**config.mk**
```make
export PLATFORM = sky130hd
export DESIGN_NAME = itd_engine
export DESIGN_NICKNAME = d
export VERILOG_FILES = /design/src/logic/itd_pkg.sv /design/src/logic/itd_engine.sv
export SDC_FILE = /design/constraint.sdc
export NUM_CORES = 1
export LEC_CHECK = 0
export BUFFER_PORTS_ARGS = -buffer_cell sky130_fd_sc_hd__buf_2
export CORE_ASPECT_RATIO = 2
export CORE_UTILIZATION = 57
export CTS_CLUSTER_DIAMETER = 40
export DETAILED_ROUTE_END_ITERATION = 10
export GPL_ROUTABILITY_DRIVEN = 0
export PLACE_DENSITY_LB_ADDON = 0.15
export SKIP_LAST_GASP = 1
export SYNTH_ARGS = -nofsm -noshare
export SYNTH_HDL_FRONTEND = slang
export SYNTH_SLANG_ARGS = --single-unit
```
**constraint.sdc**
```tcl
create_clock -name clk -period 14.9 [get_ports clk]
set_input_delay 3.725 -clock clk [delete_from_list [all_inputs] [get_ports clk]]
set_output_delay 3.725 -clock clk [all_outputs]
set_load 0.05 [all_outputs]
```
**src/logic/itd_pkg.sv**
```systemverilog
package itd_pkg;

  // descriptor geometry
  localparam int DESC_DWORDS = 16;
  localparam int SLOT_COUNT = 8;
  localparam int PAGE_COUNT = 7;
  localparam logic [3:0] DW_LINK = 4'h0;
  localparam logic [3:0] DW_SLOT0 = 4'h1;
  localparam logic [3:0] DW_PAGE0 = 4'h9;
  localparam logic [3:0] DW_PAGE1 = 4'hA;
  localparam logic [3:0] DW_PAGE2 = 4'hB;

  // link dword fields
  localparam int LINK_TERM_BIT = 0;
  localparam int LINK_TYPE_LSB = 1;
  localparam int LINK_PTR_LSB = 5;

  // slot dword fields
  localparam int SLOT_STAT_LSB = 28;
  localparam int SLOT_LEN_LSB = 16;
  localparam int SLOT_IOC_BIT = 15;
  localparam int SLOT_PG_LSB = 12;
  localparam int STAT_ACTIVE = 3;
  localparam int STAT_BUFERR = 2;
  localparam int STAT_BABBLE = 1;
  localparam int STAT_XACTERR = 0;

  // page dword fields
  localparam int PAGE_LSB = 12;
  localparam int EPNUM_LSB = 8;
  localparam int DIR_BIT = 11;
  localparam int MULT_LSB = 0;

  // link type codes
  localparam logic [1:0] TYPE_ISO = 2'h0;
  localparam logic [1:0] TYPE_QUEUE = 2'h1;
  localparam logic [1:0] TYPE_SPLIT = 2'h2;
  localparam logic [1:0] TYPE_SPAN = 2'h3;
  localparam logic [10:0] MAX_PACKET_LIMIT = 11'h400;

  // register map (byte addresses)
  localparam logic [7:0] REG_CTRL = 8'h00;
  localparam logic [7:0] REG_BASE = 8'h04;
  localparam logic [7:0] REG_STAT = 8'h08;
  localparam logic [7:0] REG_LINK = 8'h0C;
  localparam logic [7:0] REG_ADDR = 8'h10;
  localparam logic [7:0] REG_EPINFO = 8'h14;
  localparam logic [7:0] REG_RESULT = 8'h18;
  localparam logic [7:0] REG_COUNT = 8'h1C;
  localparam logic [31:0] RST_WORD = 32'h0000_0000;

  typedef enum logic [2:0] {
    ST_IDLE = 3'b000,
    ST_FETCH = 3'b001,
    ST_WAIT = 3'b010,
    ST_EXEC = 3'b011,
    ST_WBACK = 3'b100,
    ST_DONE = 3'b101
  } itd_state_t;

  // memory request to system memory
  typedef struct packed {
    logic req;
    logic wr;
    logic [31:0] addr;
    logic [31:0] wdata;
  } itd_mreq_t;

  // transaction result from packet engine
  typedef struct packed {
    logic done;
    logic buf_err;
    logic babble;
    logic xact_err;
    logic [11:0] count;
    logic [2:0] page_sel;
    logic [11:0] offset;
  } itd_xres_t;

endpackage

```
**src/logic/itd_engine.sv**
```systemverilog
// Design decisions made here: the APB interface to the registers and the register addresses.
`timescale 1ns/100ps
module itd_engine #(
  parameter int ADDR_W = 8
) (
  input wire logic clk,
  input wire logic rst_b,
  // apb slave
  input wire logic psel,
  input wire logic penable,
  input wire logic pwrite,
  input wire logic [ADDR_W-1:0] paddr,
  input wire logic [31:0] pwdata,
  output logic [31:0] prdata,
  output logic pready,
  output logic pslverr,
  // system memory
  output itd_pkg::itd_mreq_t mem_req,
  input wire logic mem_ack,
  input wire logic [31:0] mem_rdata,
  // packet engine
  input wire logic [2:0] uframe_idx,
  output logic xact_start,
  output logic [31:0] xact_addr,
  output logic [11:0] xact_len,
  input wire itd_pkg::itd_xres_t xact_res,
  output logic ioc_req
);

  // complete state of the engine, one flop bank
  typedef struct packed {
    itd_pkg::itd_state_t st;
    logic [3:0] idx;
    logic [31:0] base;
    logic [31:0] link;
    logic [31:0] slot;
    logic [19:0] pg;
    logic [31:0] dw9;
    logic [31:0] dw10;
    logic [31:0] dw11;
    logic busy;
    logic link_valid;
    logic mult_bad;
    logic skipped;
    logic [7:0] count;
    logic [31:0] result;
    itd_pkg::itd_mreq_t mreq;
    logic [31:0] prdata;
    logic pready;
    logic pslverr;
    logic xstart;
    logic [31:0] xaddr;
    logic [11:0] xlen;
    logic ioc;
  } itd_regs_t;

  itd_regs_t s_r;
  itd_regs_t s_nxt;
  logic [1:0] rst_sync_r;
  logic rst_int_b;

  ////////////////////////////////////////////////////////////////////////
  // reset release through two flops
  always_ff @(posedge clk or negedge rst_b) begin
    if (!rst_b) begin
      rst_sync_r <= 2'h0;
    end else begin
      rst_sync_r <= {rst_sync_r[0], 1'b1};
    end
  end
  assign rst_int_b = rst_sync_r[1];

  // byte address of a descriptor dword
  function automatic logic [31:0] dw_addr(input logic [31:0] base, input logic [3:0] dw);
    dw_addr = {base[31:6], 6'h00} + {26'h0, dw, 2'h0};
  endfunction

  // slot number to its dword index
  function automatic logic [3:0] slot_dw(input logic [2:0] n);
    slot_dw = itd_pkg::DW_SLOT0 + {1'b0, n};
  endfunction

  // fold one transaction result into the slot status nibble; errors only accumulate
  function automatic logic [3:0] fold_stat(input logic [3:0] old, input itd_pkg::itd_xres_t r);
    fold_stat = old;
    fold_stat[itd_pkg::STAT_ACTIVE] = 1'b0;
    fold_stat[itd_pkg::STAT_BUFERR] = old[itd_pkg::STAT_BUFERR] | r.buf_err;
    fold_stat[itd_pkg::STAT_BABBLE] = old[itd_pkg::STAT_BABBLE] | r.babble;
    fold_stat[itd_pkg::STAT_XACTERR] = old[itd_pkg::STAT_XACTERR] | r.xact_err;
  endfunction

  // endpoint info word; direction bit sits just above the size, so mask it out
  function automatic logic [31:0] ep_word(input logic [31:0] d10, input logic [31:0] d11);
    logic [10:0] max_packet_bytes;
    logic too_big;
    max_packet_bytes = d10[10:0];
    too_big = max_packet_bytes > itd_pkg::MAX_PACKET_LIMIT;
    ep_word = {d11[itd_pkg::MULT_LSB +: 2], 18'h0, too_big, max_packet_bytes};
  endfunction

  // fetched page dword is the one the slot selects; select 7 names no page
  function automatic logic page_hit(input logic [3:0] dw, input logic [2:0] sel);
    logic [4:0] rel;
    rel = {1'b0, dw} - {1'b0, itd_pkg::DW_PAGE0};
    page_hit = (sel < 3'(itd_pkg::PAGE_COUNT)) && (rel == {2'h0, sel});
  endfunction

  // only a valid link to another descriptor of this kind is chased
  function automatic logic follow_link(input logic [31:0] lnk);
    logic term;
    logic [1:0] kind;
    term = lnk[itd_pkg::LINK_TERM_BIT];
    kind = lnk[itd_pkg::LINK_TYPE_LSB +: 2];
    follow_link = !term && kind == itd_pkg::TYPE_ISO;
  endfunction

  // link pointer keeps its upper bits, type and terminate are masked off
  function automatic logic [31:0] link_target(input logic [31:0] lnk);
    link_target = {lnk[31:itd_pkg::LINK_PTR_LSB], 5'h00};
  endfunction

  // page select of a slot dword
  function automatic logic [2:0] slot_page(input logic [31:0] w);
    slot_page = w[itd_pkg::SLOT_PG_LSB +: 3];
  endfunction

  // byte length of a slot dword
  function automatic logic [11:0] slot_len(input logic [31:0] w);
    slot_len = w[itd_pkg::SLOT_LEN_LSB +: 12];
  endfunction

  // buffer offset of a slot dword, below the page select
  function automatic logic [11:0] slot_offset(input logic [31:0] w);
    slot_offset = w[itd_pkg::SLOT_PG_LSB-1:0];
  endfunction

  // multiplier code zero is reserved
  function automatic logic mult_reserved(input logic [31:0] w);
    mult_reserved = w[itd_pkg::MULT_LSB +: 2] == 2'h0;
  endfunction

  // direction bit of the page 1 dword, one means in
  function automatic logic is_in(input logic [31:0] w);
    is_in = w[itd_pkg::DIR_BIT];
  endfunction

  ////////////////////////////////////////////////////////////////////////
  // next state
  always_comb begin
    logic [2:0] psel_pg;
    logic [11:0] off;
    logic dir_in;
    logic [3:0] sts;
    s_nxt = s_r;
    s_nxt.xstart = 1'b0;
    s_nxt.ioc = 1'b0;
    s_nxt.pready = 1'b0;
    s_nxt.pslverr = 1'b0;
    // fields of the fetched slot and endpoint dwords
    psel_pg = slot_page(s_r.slot);
    off = slot_offset(s_r.slot);
    dir_in = is_in(s_r.dw10);
    sts = s_r.slot[itd_pkg::SLOT_STAT_LSB +: 4];

    // apb: one wait state, answer in the access phase
    if (psel && penable && !s_r.pready) begin
      s_nxt.pready = 1'b1;
      s_nxt.prdata = itd_pkg::RST_WORD;
      if (paddr == itd_pkg::REG_CTRL) begin
        if (pwrite) begin
          if (pwdata[0] && !s_r.busy) begin
            s_nxt.busy = 1'b1;
            s_nxt.st = itd_pkg::ST_FETCH;
            s_nxt.idx = itd_pkg::DW_LINK;
          end
        end else begin
          s_nxt.prdata = {31'h0, s_r.busy};
        end
      end else if (paddr == itd_pkg::REG_BASE) begin
        if (pwrite && !s_r.busy) begin
          s_nxt.base = pwdata;
        end
        s_nxt.prdata = s_r.base;
      end else if (paddr == itd_pkg::REG_STAT) begin
        s_nxt.prdata = {24'h0, s_r.skipped, s_r.mult_bad, s_r.link_valid, 2'h0, s_r.st};
      end else if (paddr == itd_pkg::REG_LINK) begin
        s_nxt.prdata = s_r.link;
      end else if (paddr == itd_pkg::REG_ADDR) begin
        s_nxt.prdata = s_r.dw9;
      end else if (paddr == itd_pkg::REG_EPINFO) begin
        s_nxt.prdata = ep_word(s_r.dw10, s_r.dw11);
      end else if (paddr == itd_pkg::REG_RESULT) begin
        s_nxt.prdata = s_r.result;
      end else if (paddr == itd_pkg::REG_COUNT) begin
        s_nxt.prdata = {24'h0, s_r.count};
      end else begin
        s_nxt.pslverr = 1'b1; // unmapped
      end
    end

    case (s_r.st)
      // nothing to do until software starts a run
      itd_pkg::ST_IDLE: begin
        s_nxt.busy = s_nxt.busy;
      end
      // read link, slot of this microframe, then dwords 9..15
      itd_pkg::ST_FETCH: begin
        s_nxt.mreq.req = 1'b1;
        s_nxt.mreq.wr = 1'b0;
        s_nxt.mreq.addr = dw_addr(s_r.base, s_r.idx);
        s_nxt.st = itd_pkg::ST_WAIT;
      end
      // take the answer, then pick the next dword
      itd_pkg::ST_WAIT: begin
        if (mem_ack) begin
          s_nxt.mreq.req = 1'b0;
          if (s_r.mreq.wr) begin
            s_nxt.st = itd_pkg::ST_DONE;
            s_nxt.count = s_r.count + 8'h01;
          end else begin
            s_nxt.st = itd_pkg::ST_FETCH;
            if (s_r.idx == itd_pkg::DW_LINK) begin
              s_nxt.link = mem_rdata;
              s_nxt.link_valid = !mem_rdata[itd_pkg::LINK_TERM_BIT];
              s_nxt.idx = slot_dw(uframe_idx);
            end else if (s_r.idx < itd_pkg::DW_PAGE0) begin
              s_nxt.slot = mem_rdata;
              s_nxt.idx = itd_pkg::DW_PAGE0;
            end else begin
              if (s_r.idx == itd_pkg::DW_PAGE0) begin
                s_nxt.dw9 = mem_rdata;
              end
              if (s_r.idx == itd_pkg::DW_PAGE1) begin
                s_nxt.dw10 = mem_rdata;
              end
              if (s_r.idx == itd_pkg::DW_PAGE2) begin
                s_nxt.dw11 = mem_rdata;
                s_nxt.mult_bad = mult_reserved(mem_rdata);
              end
              if (page_hit(s_r.idx, psel_pg)) begin
                s_nxt.pg = mem_rdata[31:itd_pkg::PAGE_LSB];
              end
              if (s_r.idx == 4'(itd_pkg::DESC_DWORDS - 1)) begin
                s_nxt.st = itd_pkg::ST_EXEC;
              end else begin
                s_nxt.idx = s_r.idx + 4'h1;
              end
            end
          end
        end
      end
      // run the slot of this microframe, or skip it
      itd_pkg::ST_EXEC: begin
        if (!sts[itd_pkg::STAT_ACTIVE] || s_r.mult_bad) begin
          s_nxt.skipped = 1'b1;
          s_nxt.st = itd_pkg::ST_DONE;
        end else if (!s_r.xstart && !xact_res.done) begin
          s_nxt.skipped = 1'b0;
          s_nxt.xstart = !s_r.result[31];
          s_nxt.result[31] = 1'b1;
          s_nxt.xaddr = {s_r.pg, off};
          s_nxt.xlen = slot_len(s_r.slot);
        end else if (xact_res.done) begin
          s_nxt.result = itd_pkg::RST_WORD;
          s_nxt.slot[itd_pkg::SLOT_STAT_LSB +: 4] = fold_stat(sts, xact_res);
          if (dir_in) begin
            s_nxt.slot[itd_pkg::SLOT_LEN_LSB +: 12] = xact_res.count;
          end else begin
            s_nxt.slot[itd_pkg::SLOT_PG_LSB +: 3] = xact_res.page_sel;
            s_nxt.slot[11:0] = xact_res.offset;
          end
          s_nxt.ioc = s_r.slot[itd_pkg::SLOT_IOC_BIT];
          s_nxt.st = itd_pkg::ST_WBACK;
        end
      end
      // write the single executed slot back
      itd_pkg::ST_WBACK: begin
        s_nxt.mreq.req = 1'b1;
        s_nxt.mreq.wr = 1'b1;
        s_nxt.mreq.addr = dw_addr(s_r.base, slot_dw(uframe_idx));
        s_nxt.mreq.wdata = s_r.slot;
        s_nxt.result = s_r.slot;
        s_nxt.st = itd_pkg::ST_WAIT;
      end
      // release the engine and, over a followed link, load base with the next descriptor's address without starting it
      itd_pkg::ST_DONE: begin
        s_nxt.busy = 1'b0;
        s_nxt.st = itd_pkg::ST_IDLE;
        // follow link only to another iso descriptor of this kind
        if (follow_link(s_r.link)) begin
          s_nxt.base = link_target(s_r.link);
        end
      end
      default: begin
        s_nxt.st = itd_pkg::ST_IDLE;
      end
    endcase
  end

  ////////////////////////////////////////////////////////////////////////
  // state register
  always_ff @(posedge clk or negedge rst_int_b) begin
    if (!rst_int_b) begin
      s_r <= '0;
    end else begin
      s_r <= s_nxt;
    end
  end

  // every output is a field of the state flop
  assign prdata = s_r.prdata;
  assign pready = s_r.pready;
  assign pslverr = s_r.pslverr;
  assign mem_req = s_r.mreq;
  assign xact_start = s_r.xstart;
  assign xact_addr = s_r.xaddr;
  assign xact_len = s_r.xlen;
  assign ioc_req = s_r.ioc;

endmodule // itd_engine

```
==> flow_summary.json <==
{
  "clk_path_buf_depth": 3,
  "yosysWarnings": 0,
  "ctsHoldBuffers": 0,
  "syn_inst": 1490,
  "internal_power_mw": 2.22,
  "finalInstanceArea_um2": 18300,
  "switching_share_pct": 39.3,
  "drc": 0,
  "htree_levels": 2,
  "placed_cell_area_um2": 17100,
  "grt_pass1_wl_um": 70400,
  "cts_setup_buffers": 0,
  "multi_input_area_um2": 6260,
  "async_flop_share_pct": 100,
  "drt_iter0_drc": 755,
  "power_density_nw_per_um2": 200,
  "power.leakage_nw": 8.94,
  "globalRouteOverflowTotal": 0,
  "reg2reg_from": "s_r[402]",
  "initial_core_util_pct": 57.9,
  "vias": 11800,
  "wl_um": 46700,
  "post_drt_via_cell_ratio": 6.01,
  "clk_latency_ps": 540,
  "hold_ws_ps": 354,
  "grt_pass1_vias": 12100,
  "root_buffer": "clkbuf_16",
  "drt-met1-wl_um": 15400,
  "slew_violations": 0,
  "min_period_ps": 6370,
  "synth_edf_count": 0,
  "area_growth_pct": 9.42,
  "critical_path_class": "primary input to register",
  "holdPathStages": 0,
  "portBuffers": 255,
  "min_period_over_period_pct": 42.8,
  "arrival_ps": 6770,
  "crit_required_ps": 15300,
  "status": "finished, final reports clean",
  "final_core_util_pct": 63.4,
  "finalHoldViolCount": 0,
  "ff_latch_area_um2": 8990,
  "syn_area_um2": 16700,
  "wire_per_inst_um": 23.8,
  "drive_gt1_share_pct": 32.5,
  "final_cell_mix": "dfrtp_1 (358), buf_2 (255), nand2_1 (234)",
  "critPathCaptureType": "register",
  "tightest_slew_ps": 1070,
  "yosysSeqAreaShare_pct": 53.7,
  "fillCellCount": 2410,
  "ir_worst_vdd_mv": 0.172,
  "skew_ps": 12.0,
  "worstPathMaxFanout": 32,
  "dp_slack_ps": 8010,
  "final_common_cell": "dfrtp_1",
  "drv_cap": 0,
  "top_layer_used": "met5",
  "wl_met2_um": 25700,
  "ios": 258,
  "row_count": 88,
  "worstRegToRegCells": 6,
  "worstHoldStart": "rst_sync_r[0]",
  "relSlewSlack_pct": 28.6,
  "antenna_left": 0,
  "synth_flop_cell": "dfrtp_1",
  "pwr-share-seq_pct": 44.0,
  "clkTransAtPathRegs_ps": 60,
  "dr.pass1.iters": 5,
  "wl_met3_um": 1870,
  "ctsResizeCount": 0,
  "crit_path_start": "paddr[2]",
  "ys_ff_latch": 359,
  "num-nets-final": 1688,
  "grtUsageTotal_pct": 32.1,
  "coreArea_um2": 28800,
  "numCtsBuffers": 36,
  "grt_start_max_net_pins": 88,
  "die_area_um2": 30100,
  "p_clk_share_pct": 24.2,
  "die_x_um": 123,
  "setup_tns_ps": 0,
  "rsz0062_at_grt": "no",
  "combPwrFrac_pct": 31.8,
  "min_path_type": "register to register",
  "setup_ws_ps": 8530,
  "cts_tree": "built",
  "p_switching_mw": 1.44,
  "setup_viol": 0,
  "cts.sinks": 359,
  "antenna_found_initial": 3,
  "cp-start-kind": "primary input",
  "syn-mean-instance-area_um2": 11.2,
  "dp_hpwl_um": 33800,
  "ys_types": 71,
  "fp.dieH_um": 244,
  "fmax_ghz": 0.157
}
==> synthesized netlist by cell type (all sizes together), types with 6 or more instances <==
library cell,n,area [µm²]
a211oi,6,45.0
nand3,13,65.1
a22o,52,455
clkbuf,46,173
and3,12,75.1
nor2,44,170
buf,184,1290
mux2i,40,400
mux2,173,2020
nand2,234,878
a22oi,46,345
inv,11,41.3
o22ai,9,56.3
a31oi,11,68.8
xnor2,10,87.6
nand3b,6,45.0
a21oi,33,165
nor2b,10,62.6
nand2b,6,40.0
dfrtp,359,8980
nor3,8,45.0
o21ai,99,495
==> layout make-up <==
type	instances	share of cell area, %
Timing Repair Buffer	272	7.67
Sequential cell	359	49.1
Antenna cell	2	0.0274
Multi-Input combinational cell	890	34.2
Clock buffer	54	5.85
Inverter	12	0.246
Clock inverter	9	0.376
Tap cell	360	2.46
==> path summary, 6_finish.rpt <==
check,endpoint,slack (ps)
setup / recovery,s_r[398],8530
hold / removal,rst_sync_r[1],350
setup reg to reg,s_r[323],11970
hold reg to reg,rst_sync_r[1],350
max in group asynchronous,rst_sync_r[1],11840
min in group asynchronous,xact_addr[5],460
==> state kept, by name (all words and copies together) (netlist names) <==
signal / flops
mem_req: 64
pslverr: 1
xact_addr: 32
xact_start: 1
rst_sync_r: 2
pready: 1
xact_len: 12
s_r: 213
ioc_req: 1
prdata: 32
==> kinds of logic (layout without fill, tap and decap cells) <==
group	after synthesis	count (layout)	synth area share (%)
multiplexers	214	214	14.6
XOR/XNOR	12	12	0.629
other	2	5	0.0449
flip-flops	359	359	53.7
AO/OA/AOI/OAI	294	294	11.8
AND/OR/NAND/NOR	362	362	9.78
adder cells (fa/ha/maj)	5	5	0.374
buffers and inverters	242	347	9.05
==> per-layer routing <==
layer / vias to the layer above / track usage, %
met1: 5924 / 32.9
met3: 148 / 3.99
met2: 439 / 58.9
met5: - / 0
li1: 5258 / -
met4: 2 / 22.4
==> worst max-delay path, stage by stage <==
cell and delay, ps:
buf_2 500, nor2b_1 590, and3_1 760, nor3b_4 300, buf_4 510, mux2i_1 270
o21ai_1 90
==> power groups by stage <==
stage | Sequential, mW | Clock (mW) | Combinational, mW
2_1_floorplan | 1.47 | 0 | 1.06
3_3_place_gp | 1.61 | 0 | 1.14
3_5_place_dp | 1.62 | 0 | 1.16
4_1_cts | 1.61 | 0.901 | 1.17
5_1_grt | 1.64 | 0.939 | 1.25
6_report | 1.61 | 0.886 | 1.16
==> stage by stage <==
| step | power, mW | std cells |
|---|---|---|
| detailed placement | 2.79 | 1893 |
| CTS | 3.68 | 1956 |
| floorplan | 2.53 | 1491 |
| global placement | 2.75 | 1893 |
| global route | 3.83 | 1958 |
| finish | 3.66 | 1958 |
(Power assumes the default switching activity.)
